--- src/asi_bank_defs.svh ---
// constants for the bank and safety data path
`ifndef ASI_BANK_DEFS_SVH
`define ASI_BANK_DEFS_SVH
`define ADDR_CTRL 12'h000
`define ADDR_INVERT 12'h004
`define ADDR_STATUS 12'h008
`define CTRL_EXT_ADDR 0
`define CTRL_SPLIT_BANK 1
`define CTRL_SAFETY 2
`define CTRL_SYNC_IO 3
`define CTRL_SLAVE_B 4
`define CTRL_JOINT_INV 5
`define CTRL_RESET 6'h00
`define INV_BIT_LO 0
`define INV_BIT_HI 3
`define FILT_LO 4
`define FILT_HI 7
`define INFO_I0 0
`define INFO_I1 1
`define INFO_I2 2
`define INFO_I3 3
`define NIBBLE_ZERO 4'h0
`define NIBBLE_ONES 4'hF
`define WORD_ZERO 32'h0000_0000
`endif

--- src/asi_bank_pkg.sv ---
// types for the bank and safety data path
package asi_bank_pkg;
    typedef struct packed {
        logic ext_addr;
        logic split_bank_output_enable;
        logic safety;
        logic sync_io;
        logic slave_b;
        logic joint_inv;
        logic [3:0] per_bit_input_invert_ctrl;
        logic [3:0] input_filter_ctrl;
        logic [3:0] output_pin;
        logic low_bank_hold_bit0;
        logic low_bank_hold_bit1;
        logic prev_i2;
        logic dx_disable;
        logic [3:0] resp_data;
        logic resp_valid;
        logic data_strobe;
        logic [31:0] prdata;
    } state_t;
endpackage : asi_bank_pkg

--- src/safety_recoder.sv ---
// input inversion, standard path and safety recoding
`timescale 1ns/1ps
`include "asi_bank_defs.svh"
module safety_recoder import asi_bank_pkg::*; (
    input wire logic [3:0] input_pin,
    input wire logic joint_inv,
    input wire logic [3:0] per_bit_input_invert_ctrl,
    input wire logic safety,
    output logic [3:0] std_path,
    output logic [3:0] safe_path,
    output logic [3:0] tx_data
);
    logic [3:0] inv;
    logic [3:0] sw;
    // inversion ahead of recoding; per-bit control stays on physical pins
    assign inv = input_pin ^ (joint_inv ? `NIBBLE_ONES : `NIBBLE_ZERO) ^ per_bit_input_invert_ctrl;
    // logical inputs two and three swapped
    assign sw = {inv[2], inv[3], inv[1], inv[0]};
    assign safe_path = {sw[3:1], sw[0] ^ (sw[1] & sw[2] & sw[3])};
    // standard path tied high in safety mode
    assign std_path = inv | {4{safety}};
    assign tx_data = safety ? safe_path : std_path;
endmodule : safety_recoder

--- src/asi_bank_datapath.sv ---
// slave data port path: split output banks and safety input recoding
// Contract
// - in extended address mode I3 picks the A-slave or the B-slave.
// - extended mode plus four-output flag makes I2 the bank selector.
// - in four-output mode, outputs and strobe only on I2 low following a call with I2 high.
// - the I2 edge detector starts with previous I2 taken as low.
// - inputs are sampled and returned on every call, whatever I2.
// - I2 high stores I0 and I1 into hold bits, pins unchanged.
// - qualifying I2 low drives I0,I1 to pins 2,3 and hold bits to 0,1.
// - the safety flag turns safety mode on.
// - a safety-controlled selector picks the path; off means regular path.
// - safety mode swaps logical inputs two and three.
// - joint and per-bit inversion stay available, applied before recoding.
// - per-bit invert bit 3 inverts logical two, bit 2 logical three.
// - in safety mode D0 is sent as D0 xor (D1 and D2 and D3).
// - safety mode forces every standard path bit to one.
// - safety with sync I/O or any filter never clears exchange disable.
`timescale 1ns/1ps
`include "asi_bank_defs.svh"
module asi_bank_datapath import asi_bank_pkg::*; (
    input wire logic pclk,
    input wire logic presetn,
    input wire logic psel,
    input wire logic penable,
    input wire logic pwrite,
    input wire logic [11:0] paddr,
    input wire logic [31:0] pwdata,
    output logic [31:0] prdata,
    output logic pready,
    output logic pslverr,
    input wire logic dexg_valid,
    input wire logic [3:0] dexg_info,
    input wire logic param_call,
    input wire logic [3:0] input_pin,
    output logic [3:0] output_pin,
    output logic data_strobe,
    output logic [3:0] resp_data,
    output logic resp_valid,
    output logic dx_disable
);
    state_t state_q;
    state_t state_d;
    logic [3:0] std_path;
    logic [3:0] safe_path;
    logic [3:0] tx_data;
    logic accept;
    logic four_mode;
    logic lock;
    logic mapped;

    function automatic logic addr_hit(input logic [11:0] a);
        addr_hit = (a == `ADDR_CTRL) || (a == `ADDR_INVERT) || (a == `ADDR_STATUS);
    endfunction : addr_hit

    safety_recoder u_recoder (
        .input_pin(input_pin),
        .joint_inv(state_q.joint_inv),
        .per_bit_input_invert_ctrl(state_q.per_bit_input_invert_ctrl),
        .safety(state_q.safety),
        .std_path(std_path),
        .safe_path(safe_path),
        .tx_data(tx_data)
    );

    assign four_mode = state_q.ext_addr && state_q.split_bank_output_enable;
    // call addressed to this half of the shared address
    assign accept = dexg_valid && !state_q.dx_disable &&
        (!state_q.ext_addr || (dexg_info[`INFO_I3] == state_q.slave_b));
    assign lock = state_q.safety && (state_q.sync_io || (state_q.input_filter_ctrl != `NIBBLE_ZERO));
    assign mapped = addr_hit(paddr);

    always_comb begin
        state_d = state_q;
        state_d.data_strobe = 1'b0;
        state_d.resp_valid = 1'b0;
        // register writes at the access edge
        if (psel && penable && pwrite && paddr == `ADDR_CTRL) begin
            state_d.ext_addr = pwdata[`CTRL_EXT_ADDR];
            state_d.split_bank_output_enable = pwdata[`CTRL_SPLIT_BANK];
            state_d.safety = pwdata[`CTRL_SAFETY];
            state_d.sync_io = pwdata[`CTRL_SYNC_IO];
            state_d.slave_b = pwdata[`CTRL_SLAVE_B];
            state_d.joint_inv = pwdata[`CTRL_JOINT_INV];
        end
        if (psel && penable && pwrite && paddr == `ADDR_INVERT) begin
            state_d.per_bit_input_invert_ctrl = pwdata[`INV_BIT_HI:`INV_BIT_LO];
            state_d.input_filter_ctrl = pwdata[`FILT_HI:`FILT_LO];
        end
        // read data captured in the setup cycle
        if (psel && !penable) begin
            unique case (paddr)
                `ADDR_CTRL: state_d.prdata = {26'h0000000, state_q.joint_inv, state_q.slave_b, state_q.sync_io,
                    state_q.safety, state_q.split_bank_output_enable, state_q.ext_addr};
                `ADDR_INVERT: state_d.prdata = {24'h000000, state_q.input_filter_ctrl,
                    state_q.per_bit_input_invert_ctrl};
                `ADDR_STATUS: state_d.prdata = {20'h00000, state_q.resp_data, state_q.dx_disable, state_q.prev_i2,
                    state_q.low_bank_hold_bit1, state_q.low_bank_hold_bit0, state_q.output_pin};
                default: state_d.prdata = `WORD_ZERO;
            endcase
        end
        // exchange disable: cleared by a parameter call unless locked
        if (lock) begin
            state_d.dx_disable = 1'b1;
        end else if (param_call) begin
            state_d.dx_disable = 1'b0;
        end
        if (accept) begin
            // inputs answered on every call
            state_d.resp_data = tx_data;
            state_d.resp_valid = 1'b1;
            if (four_mode) begin
                if (dexg_info[`INFO_I2]) begin
                    state_d.low_bank_hold_bit0 = dexg_info[`INFO_I0];
                    state_d.low_bank_hold_bit1 = dexg_info[`INFO_I1];
                    state_d.prev_i2 = 1'b1;
                end else begin
                    if (state_q.prev_i2) begin
                        state_d.output_pin = {dexg_info[`INFO_I1], dexg_info[`INFO_I0],
                            state_q.low_bank_hold_bit1, state_q.low_bank_hold_bit0};
                        state_d.data_strobe = 1'b1;
                    end
                    state_d.prev_i2 = 1'b0;
                end
            end else if (state_q.ext_addr) begin
                state_d.output_pin = {state_q.output_pin[3], dexg_info[2:0]};
                state_d.data_strobe = 1'b1;
            end else begin
                state_d.output_pin = dexg_info;
                state_d.data_strobe = 1'b1;
            end
        end
    end

    always_ff @(posedge pclk or negedge presetn) begin
        if (!presetn) begin
            state_q <= '0;
            state_q.prev_i2 <= 1'b0;
            state_q.low_bank_hold_bit0 <= 1'b0;
            state_q.low_bank_hold_bit1 <= 1'b0;
            state_q.dx_disable <= 1'b1;
        end else begin
            state_q <= state_d;
        end
    end

    assign prdata = state_q.prdata;
    assign pready = 1'b1;
    assign pslverr = psel && penable && !mapped;
    assign output_pin = state_q.output_pin;
    assign data_strobe = state_q.data_strobe;
    assign resp_data = state_q.resp_data;
    assign resp_valid = state_q.resp_valid;
    assign dx_disable = state_q.dx_disable;
endmodule : asi_bank_datapath

--- config.mk ---
export PLATFORM = sky130hd
export DESIGN_NAME = asi_bank_datapath
export DESIGN_NICKNAME = d
export VERILOG_FILES = /design/src/asi_bank_pkg.sv /design/src/safety_recoder.sv /design/src/asi_bank_datapath.sv
export VERILOG_INCLUDE_DIRS = /design/src
export SDC_FILE = /design/constraint.sdc
export NUM_CORES = 1
export LEC_CHECK = 0
export BUFFER_PORTS_ARGS = -buffer_cell sky130_fd_sc_hd__buf_2
export CORE_MARGIN = 2
export CORE_UTILIZATION = 40
export CTS_CLUSTER_SIZE = 24
export DETAILED_ROUTE_END_ITERATION = 6
export MAX_ROUTING_LAYER = met4
export PLACE_DENSITY = 0.78
export SLEW_MARGIN = 20
export SYNTH_ARGS = -nofsm -noshare
export SYNTH_HDL_FRONTEND = slang
export SYNTH_SLANG_ARGS = --single-unit
--- constraint.sdc ---
create_clock -name pclk -period 4.11 [get_ports pclk]
set_clock_uncertainty 0.1 [all_clocks]
set_input_delay 0.411 -clock pclk [delete_from_list [all_inputs] [get_ports pclk]]
set_output_delay 0.411 -clock pclk [all_outputs]
set_load 0.01 [all_outputs]
Yosys cells after proc, flatten, opt, wreduce, memory -nomap -nowiden --
Index checks and enable logic that the tools add are counted.
Storage, ports and cells: input port bits 59, bits in registers 60, word-level logic and storage cells 69
Cells by class: reduce and logical (&&, ||, !) cells 25, bitwise operators 6, equality and inequality tests 6, mux-type cells 14
Operator list (number):
- case mux 12 bit (3 select lines) | 1
- two-way mux 4 bit | 6
- equality test 12 x 3 -> 1 bit (second input constant) | 1
- equality test 12 x 4 -> 1 bit (second input constant) | 1
- zero test 12 bit | 1
- logical AND 1 bit | 10
- XOR 4 bit | 2
- two-way mux 1 bit | 6
- AND reduction 3 bit | 2
- zero test 1 bit | 4
- logical OR 1 bit | 4
- inequality test 2 bit (second input constant) | 2
- bitwise OR 4 bit | 1
- AND reduction 4 bit | 1
- nonzero test 4 bit | 1
- bitwise AND 1 bit | 2
- two-way mux 2 bit | 1
- inequality test 2 x 1 -> 1 bit (second input constant) | 1
- AND reduction 2 bit | 1
- nonzero test 2 bit | 1
- equality test 1 bit | 1
- XOR 1 bit | 1

Longest topological paths before layout --
Gate-level depths: netlist of the first run.
depth in word-level cells 7, gate-level depth with buffers 5

Hierarchy --
A second synthesis of the first run with hierarchy kept.
Second synthesis, totals: cell total of the unflattened synthesis 214, area, all modules 2327.2 µm²
By module, submodules not included:
- asi_bank_datapath | cells an instance 185, area each 2108.3 µm², sequential area each 1002.2 µm², times used 1
- safety_recoder | cells an instance 29, area each 219.0 µm², sequential area each 0.0 µm², times used 1

Worst setup path before layout of the first run --
No wires, ideal clock.
path type input to register, start input paddr[7], end register state_q[46] (netlist bit), setup time 0.125 ns, cell stages on the path 4, arrival 1.840 ns, path slack 2.045 ns, required time 3.885 ns, buffers on the path 0, path through nor4_4 -> nand3_4 -> nor4b_4 -> mux2_4
Between the ends: longest elaborated chain between the ends 2
Ends and longest elaborated chain:
- start: declaration | RTL line asi_bank_datapath.sv:26 | input wire logic [11:0] paddr,
- equality test 12 x 3 -> 1 bit
- logical AND 1 bit (no source line)
- end signal: assignment | RTL line asi_bank_datapath.sv:142 | state_q <= state_d;
- end: declaration | RTL line asi_bank_datapath.sv:41 | state_t state_q;
No other way between the ends. A chain may end at the register's enable or synchronous reset.

Worst setup path after layout of the first run --
start input paddr[7], end output pslverr
Between the ends: longest elaborated chain between the ends 5
Ends and longest elaborated chain:
- equality test 12 x 3 -> 1 bit or zero test 12 bit (tied branches)
- logical OR 1 bit | RTL line asi_bank_datapath.sv:52 | addr_hit = (a == `ADDR_CTRL) || (a == `ADDR_INVERT) || (a == `ADDR_STATUS);
- logical OR 1 bit (*) | RTL line asi_bank_datapath.sv:52
- zero test 1 bit (*) | RTL line asi_bank_datapath.sv:148 | assign pslverr = psel && penable && !mapped;
- logical AND 1 bit (*) | RTL line asi_bank_datapath.sv:148
- end: declaration | RTL line asi_bank_datapath.sv:30 | output logic pslverr,
Mark *: on every way between the ends. The rest lies on a longest branch, timed or not.

==> results.sh, run 1 <==
export IMPL_timing_final_max_slew_violations=0
export IMPL_synthTopCellsByArea="dfrtp_1 42%, buf_4 13%, mux2_4 9.0%, mux2i_1 3.8%, nand2_1 3.8%"
export IMPL_path_clk_slew_ns=0.08
export IMPL_ys_types=37
export IMPL_multiInputGateArea_um2=1060
export IMPL_seq_area_frac_synth_pct=42.8
export IMPL_dp_hpwl_um=3660
export IMPL_cts_tree="built"
export IMPL_synth_ff_type="dfrtp_1"
export IMPL_fmax_mhz=479
export IMPL_portBuffers=58
export IMPL_clk_path_buf_depth=2
export IMPL_yosysTopAreaCellShare_pct=41.6
export IMPL_clk_latency_ns=0.29
export IMPL_core_rowCount=27
export IMPL_start_util_pct=42.0
export IMPL_grt_usage_pct=15.9
export IMPL_worst_slack_ns=2.02
export IMPL_drive_gt1_share_pct=33.2
export IMPL_rsz0062_at_grt="false"
export IMPL_async_flop_share_pct=100
export IMPL_routed_via_density=4.79
export IMPL_grt_max_degree=41
export IMPL_hold_violations=0
export IMPL_setup_tns_final_ns=0
export IMPL_synth_compound_area_share_pct=10.8
export IMPL_drc=0
export IMPL_synthMuxAreaShare_pct=14.3
export IMPL_layout_common_cells="58 x buf_2, 39 x dfrtp_1, 24 x nand2_1, 21 x conb_1"
export IMPL_p_leak_nw=1.29
export IMPL_syn_inst=222
export IMPL_tightest_slew_ns=0.923
export IMPL_worst_setup_path_end_kind="output port"
export IMPL_root_buffer="clkbuf_8"
export IMPL_wl_um=4640
export IMPL_avgRoutedWirePerCell_um=14.0
export IMPL_yosys_area_share_simple_pct=13.3
export IMPL_core_area_um2=5570
export IMPL_area_sequential_um2=1000
export IMPL_required_ns=3.60
export IMPL_drt_iter0_markers=151
export IMPL_maxCapViolations=0
export IMPL_yosysWarnings=0
export IMPL_cts_sinks=40
export IMPL_die_area_um2=6490
export IMPL_pre_cts_ws_ns=1.70
export IMPL_cts_made_buffers=5
export IMPL_power_density_nw_per_um2=319
export IMPL_total_power_mw=0.819
export IMPL_routabilityCongestion=0.879
export IMPL_chipWidth_um=80.5
export IMPL_layout_commonest_cell="buf_2"
export IMPL_synth_edf_count=0
export IMPL_fill_cells=537
export IMPL_slew_headroom_pct=38.5
export IMPL_worstPathMaxFanout=9
export IMPL_pin_count=104
export IMPL_cts_hold_buf=0
export IMPL_final_cell_area_um2=2570
export IMPL_vias=1586
export IMPL_startpoint_type="primary input"
export IMPL_area_growth_synth_to_final_pct=9.66
export IMPL_fp_dieH_um=80.5
export IMPL_critPathKind="in -> out"
export IMPL_setup_violations=0
export IMPL_fin_crit_sh_pct=50.8
export IMPL_grt_pass1_wl_um=7580
export IMPL_outcome="finished clean"
export IMPL_antenna_found_initial=0
export IMPL_placed_area_um2=2460
export IMPL_yosysTopAreaCell="dfrtp_1"
export IMPL_antenna_left=0
export IMPL_ir_worst_vdd_mv=0.164
export IMPL_min_period_ns=2.09
export IMPL_syn_area_um2=2340
export IMPL_grt_overflow=0
export IMPL_htree_levels=2
export IMPL_postCtsSetupRepairBufs=0
export IMPL_avgSynthCellArea_um2=10.6
export IMPL_grt_pass1_vias=1508
export IMPL_ys_seq_elements=40
export IMPL_synth_xor_area_share_pct=3.58
export IMPL_cts_resized_gates=0
export IMPL_synth_adder_area_share_pct=0
export IMPL_dr_pass1_iters=4
export IMPL_utilization_pct=46.1
export IMPL_synth_top_family_by_area="buffers and inverters"
export IMPL_cp_data_arrival_time_ns=1.58
export IMPL_antenna_cells=0
export IMPL_hp_class="in -> async"
export IMPL_nNetsFinal=317
[final timing paths]
path / endpoint / start / slack, ns / cells after the start
worst max-delay path: pslverr / paddr[7] / 2.02 / 6
worst min-delay path: prdata[0] / presetn / 0.14 / 1
worst max register to register: output_pin[3] / state_q[59] / 2.18 / 4
worst min register to register: prdata[0] / prdata[0] / 0.38 / 2
max in group asynchronous: output_pin[0] / presetn / 3.23 / 1
min in group pclk: dx_disable / param_call / 0.14 / 2
[layout make-up]
| class | count | area share [%] |
|---|---|---|
| Multi-Input combinational cell | 149 | 41.3 |
| Sequential cell | 40 | 39.0 |
| Timing Repair Buffer | 58 | 11.3 |
| Tap cell | 72 | 3.51 |
| Clock buffer | 5 | 2.68 |
| Clock inverter | 3 | 1.66 |
| Inverter | 4 | 0.584 |
[synth_stat cells (3+ instances only)]
cell      count
a21o_1        3
a21oi_1      14
buf_4        41
clkbuf_1      5
dfrtp_1      39
inv_1         3
mux2_1        3
mux2_4       14
mux2i_1       9
nand2_1      24
nand2b_1      5
nor2_1       10
nor2b_1       3
o21ai_1       6
o31ai_1       8
xnor2_1       5
[per-stage QoR]
stage,instances,hold slack [ns]
3_5_place_dp,323,0.366
2_1_floorplan,241,0.0154
3_3_place_gp,323,0.356
5_1_grt,331,0.126
4_1_cts,331,0.131
6_report,331,0.136
[routing by layer]
layer / global-route usage [%] / up-vias / routed length (µm)
met3: 3.93 / 9 / 325
met4: 5.93 / 0 / 93
met1: 20.8 / 739 / 2080
met2: 23.9 / 65 / 2150
li1: - / 773 / -
met5: - / - / 0
[cell families (layout without fill, tap and decap cells)]
group	count (synthesis)	count (layout)
AOI/OAI and AO/OA	40	40
xor gates and xnor gates	8	8
buffers and inverters	52	70
DFF	40	40
muxes	26	26
other	2	21
and+or+nand+nor	54	54
[power by group]
group,leakage (nW),internal (mW),switching (mW)
Sequential,0.531,0.402,0.00755
Combinational,0.705,0.0334,0.0582
Clock,0.0541,0.180,0.138
Total,1.29,0.615,0.204
[flip-flops by register name (all words and copies together) (netlist names)]
register,count
prdata,12
resp_valid,1
output_pin,4
state_q,17
dx_disable,1
resp_data,4
data_strobe,1
[critical path, stage by stage]
cell	delay, ns
buf_2	0.12
nor4_4	0.34
nand3_4	0.18
a21o_1	0.21
and3_1	0.18
buf_2	0.13
(Power assumes the default switching activity.)
==> run 2, diff against run 1 <==
==> constraint.sdc (replaced) <==
create_clock -name pclk -period 2.1 [get_ports pclk]
set_clock_uncertainty 0.1 [all_clocks]
set_input_delay 0.21 -clock pclk [delete_from_list [all_inputs] [get_ports pclk]]
set_output_delay 0.21 -clock pclk [all_outputs]
set_load 0.01 [all_outputs]
==> results.sh, run 2 (synthesis gave the netlist of run 1 again) <==
export IMPL_outcome="finished clean"
export IMPL_utilization_pct=47.2
export IMPL_use_met1_pct=21.3
export IMPL_final_cell_area_um2=2630
export IMPL_wl_um=5080
export IMPL_portBuffers=58
export IMPL_cts_resized_gates=0
export IMPL_nNetsFinal=323
export IMPL_start_util_pct=42.0
export IMPL_reg2regPathDepth=4
export IMPL_placed_area_um2=2500
export IMPL_rsz0062_at_grt="false"
export IMPL_cp_data_arrival_time_ns=1.87
export IMPL_postCtsSetupRepairBufs=0
export IMPL_pre_cts_ws_ns=-0.00561
export IMPL_dp_hpwl_um=3830
export IMPL_routed_via_density=4.86
export IMPL_rr_endpoint="state_q[40]"
export IMPL_grt_busiest_layer="met2"
export IMPL_fp_dieH_um=80.5
export IMPL_fin_crit_sh_pct=85.3
export IMPL_setup_violations=0
export IMPL_cts_tree="built"
export IMPL_tightest_slew_ns=0.884
export IMPL_avgRoutedWirePerCell_um=15.1
export IMPL_p_leak_nw=1.32
export IMPL_min_path_cells=2
export IMPL_regToRegStartpoint="state_q[55]"
export IMPL_cts_made_buffers=5
export IMPL_startpoint="paddr[1]"
export IMPL_root_buffer="clkbuf_8"
export IMPL_hp_class="in -> reg"
export IMPL_min_from="pwdata[6]"
export IMPL_total_power_mw=1.61
export IMPL_drc=0
export IMPL_antenna_found_initial=0
export IMPL_layout_common_cells="58 x buf_2, 39 x dfrtp_1, 24 x nand2_1, 21 x conb_1"
export IMPL_grt_pass1_wl_um=8070
export IMPL_chipWidth_um=80.5
export IMPL_worst_setup_path_end_kind="register"
export IMPL_worstPathMaxFanout=6
export IMPL_routabilityCongestion=0.831
export IMPL_startpoint_type="primary input"
export IMPL_antenna_left=0
export IMPL_vias=1638
export IMPL_path_clk_slew_ns=0.08
export IMPL_die_area_um2=6490
export IMPL_required_ns=2.18
export IMPL_drive_gt1_share_pct=33.6
export IMPL_clk_latency_ns=0.30
export IMPL_holdPathEnd="state_q[48]"
export IMPL_largest_reg_flops=17
export IMPL_maxCapViolations=0
export IMPL_drt_iter0_markers=187
export IMPL_grt_overflow=0
export IMPL_dr_pass1_iters=4
export IMPL_hold_ws_ns=0.0428
export IMPL_grt_pass1_vias=1637
export IMPL_hold_violations=0
export IMPL_pin_count=104
export IMPL_cts_hold_buf=2
export IMPL_worst_slack_ns=0.309
export IMPL_core_rowCount=27
export IMPL_slew_headroom_pct=41.1
export IMPL_fmax_mhz=558
export IMPL_clk_path_buf_depth=2
export IMPL_cts_sinks=40
export IMPL_critPathKind="in -> reg"
export IMPL_grt_usage_pct=17.0
export IMPL_use_met3_pct=3.48
export IMPL_area_growth_synth_to_final_pct=12.2
export IMPL_timing_final_max_slew_violations=0
export IMPL_largest_register="state_q"
export IMPL_htree_levels=2
export IMPL_grt_max_degree=41
export IMPL_r2r_slack_ns=0.36
export IMPL_ir_worst_vdd_mv=0.277
export IMPL_min_period_ns=1.79
export IMPL_core_area_um2=5570
export IMPL_power_density_nw_per_um2=611
export IMPL_antenna_cells=0
export IMPL_layout_commonest_cell="buf_2"
export IMPL_grtUsageMet2_pct=27.0
-- run 2: worst max-delay path: stages --
cell	delay, ns
buf_2	0.11
nor4_4	0.35
nand3_4	0.10
or4_1	0.71
mux2_4	0.38
-- run 2: through the flow --
| step | instances | TNS [ns] |
|---|---|---|
| 5_1_grt | 337 | 0 |
| 6_report | 337 | 0 |
| 4_1_cts | 337 | 0 |
| 3_3_place_gp | 327 | 0 |
| 3_5_place_dp | 327 | -0.00846 |
| 2_1_floorplan | 241 | 0 |
-- run 2: where the power goes --
part           internal (mW)  switching [mW]
Sequential             0.787          0.0152
Clock                  0.353           0.264
Combinational         0.0692           0.118
Total                   1.21           0.397
-- run 2: layout make-up --
type | instances | area, µm²
fillers | 546 | 2950
inverters | 4 | 15.0
flip-flops and latches | 40 | 1000
clock inverters | 2 | 35.0
clock buffers | 6 | 72.6
well taps | 72 | 90.1
repair buffers | 64 | 353
multi-input cells | 149 | 1060
-- run 2: how the worst max path moves through the flow --
| stage | slack (ns) | end |
|---|---|---|
| finish | 0.31 | state_q[58] |
| global route | 0.25 | state_q[58] |
| CTS | 0.31 | state_q[58] |
| detailed placement | -0.006 | state_q[54] |
| global placement | 0.03 | state_q[55] |
| floorplan | 0.24 | state_q[46] |
-- run 2: layer usage --
metal	share of wire [%]	vias up
li1	-	786
met3	6.0	15
met2	46	66
met5	0	-
met4	2.5	0
met1	45	771
==> run 3, diff against run 2 <==
--- a/config.mk
+++ b/config.mk
@@ -7,10 +7,12 @@
 export NUM_CORES = 1
 export LEC_CHECK = 0
 export BUFFER_PORTS_ARGS = -buffer_cell sky130_fd_sc_hd__buf_2
+export CORE_ASPECT_RATIO = 0.6
 export CORE_MARGIN = 2
 export CORE_UTILIZATION = 40
 export CTS_CLUSTER_SIZE = 24
 export DETAILED_ROUTE_END_ITERATION = 6
+export GPL_TIMING_DRIVEN = 0
 export MAX_ROUTING_LAYER = met4
 export PLACE_DENSITY = 0.78
 export SLEW_MARGIN = 20
==> results.sh, run 3 (synthesis gave the netlist of run 1 again) <==
export IMPL_outcome="finished clean"
export IMPL_drive_gt1_share_pct=41.7
export IMPL_power_density_nw_per_um2=566
export IMPL_min_period_ns=1.86
export IMPL_slew_headroom_pct=41.4
export IMPL_largest_reg_flops=17
export IMPL_timing_final_max_slew_violations=0
export IMPL_cts_sinks=40
export IMPL_maxCapViolations=0
export IMPL_fin_cells=389
export IMPL_worst_setup_path_end_kind="register"
export IMPL_hold_ws_ns=0.0460
export IMPL_antenna_left=0
export IMPL_core_area_um2=5620
export IMPL_worstPathMaxFanout=9
export IMPL_cts_tree="built"
export IMPL_die_area_um2=6510
export IMPL_use_met1_pct=24.1
export IMPL_clk_latency_ns=0.30
export IMPL_hold_violations=0
export IMPL_postCtsSetupRepairBufs=0
export IMPL_dp_hpwl_um=4050
export IMPL_hp_class="in -> reg"
export IMPL_grt_max_degree=41
export IMPL_layout_commonest_cell="buf_2"
export IMPL_htree_levels=2
export IMPL_fp_dieH_um=63.3
export IMPL_rsz0062_at_grt="false"
export IMPL_grt_usage_pct=17.3
export IMPL_antenna_cells=0
export IMPL_vias=1796
export IMPL_root_buffer="clkbuf_8"
export IMPL_total_power_mw=1.66
export IMPL_routabilityCongestion=0.856
export IMPL_portBuffers=58
export IMPL_fmax_mhz=538
export IMPL_fin_crit_sh_pct=88.6
export IMPL_setup_violations=0
export IMPL_dp_cells=379
export IMPL_critPathKind="in -> reg"
export IMPL_largest_register="state_q"
export IMPL_antenna_found_initial=0
export IMPL_cp_data_arrival_time_ns=1.95
export IMPL_grtUsageMet2_pct=24.6
export IMPL_grt_overflow=0
export IMPL_tightest_slew_ns=0.879
export IMPL_ir_worst_vdd_mv=0.420
export IMPL_drt_iter0_markers=62
export IMPL_wl_um=5200
export IMPL_layout_common_cells="60 x buf_2, 41 x buf_4, 39 x dfrtp_1, 24 x nand2_1, 21 x conb_1"
export IMPL_use_met3_pct=4.99
export IMPL_grt_pass1_vias=1720
export IMPL_required_ns=2.19
export IMPL_chipWidth_um=103
export IMPL_fill_cells=525
export IMPL_dr_pass1_iters=4
export IMPL_clk_path_buf_depth=2
export IMPL_start_util_pct=41.7
export IMPL_p_leak_nw=1.54
export IMPL_avgRoutedWirePerCell_um=13.4
export IMPL_pin_count=104
export IMPL_routed_via_density=4.62
export IMPL_area_growth_synth_to_final_pct=25.4
export IMPL_drc=0
export IMPL_grt_busiest_layer="met2"
export IMPL_grt_pass1_wl_um=8290
export IMPL_startpoint_type="primary input"
export IMPL_nNetsFinal=367
export IMPL_path_clk_slew_ns=0.08
export IMPL_cts_made_buffers=5
export IMPL_core_rowCount=21
[run 3: cell count changes in the layout (fill, tap and decap cells not counted)]
cell | previous run | this run
clkbuf_1 | 1 | 6
a221oi_2 | 0 | 1
buf_12 | 1 | 0
a221oi_1 | 1 | 0
buf_4 | 3 | 41
buf_2 | 58 | 60
[run 3: power breakdown]
part           internal (mW)  switching [mW]  total (mW)
logic                  0.112           0.123       0.235
registers              0.787          0.0160       0.803
clock network          0.353           0.274       0.627
total                   1.25           0.413        1.66
[run 3: worst max-delay path: stages]
cell     delay, ns
buf_2         0.11
nor4_4        0.33
nand3_4       0.19
nor4b_4       0.75
mux2_4        0.36
[run 3: routing by layer]
layer / vias to the layer above / share of wire [%]
li1: 880 / -
met1: 849 / 47
met2: 61 / 45
met3: 6 / 6.9
met4: 0 / 0.98
met5: - / 0
[run 3: what timing repair did]
| item | in CTS | in global routing |
|---|---|---|
| hold endpoints to repair | 40 | 0 |
| hold buffers | 2 | 0 |
| resized for setup | 0 | 1 |
| setup endpoints to repair | 0 | 1 |
[run 3: path summary, 6_finish.rpt]
path / startpoint / endpoint / slack [ns] / cells past startpoint
setup / recovery: paddr[7] / state_q[47] / 0.24 / 5
hold / removal: pwdata[6] / state_q[48] / 0.05 / 2
setup reg to reg: state_q[54] / resp_data[0] / 0.36 / 5
hold reg to reg: prdata[6] / prdata[6] / 0.39 / 2
max in group asynchronous: presetn / state_q[40] / 0.87 / 2
min in group asynchronous: presetn / prdata[8] / 0.48 / 2
[run 3: area by class of cell]
cell class	count	area (µm²)	share of cell area, %
Multi-Input combinational cell	149	1070	36.3
Sequential cell	40	1000	34.1
Buffer	48	337	11.5
Timing Repair Buffer	60	310	10.6
Tap cell	80	100	3.41
Clock buffer	6	72.6	2.47
Clock inverter	2	35.0	1.19
Inverter	4	15.0	0.511
[run 3: through the flow]
step	utilization [%]	TNS [ns]	cell area (µm²)	setup slack, ns
CTS	52.2	0	2930	0.204
detailed placement	49.9	-0.549	2810	-0.0742
global route	52.3	0	2940	0.147
global placement	49.9	-0.383	2810	-0.0490
finish	52.3	0	2940	0.240
floorplan	-	0	2410	0.236
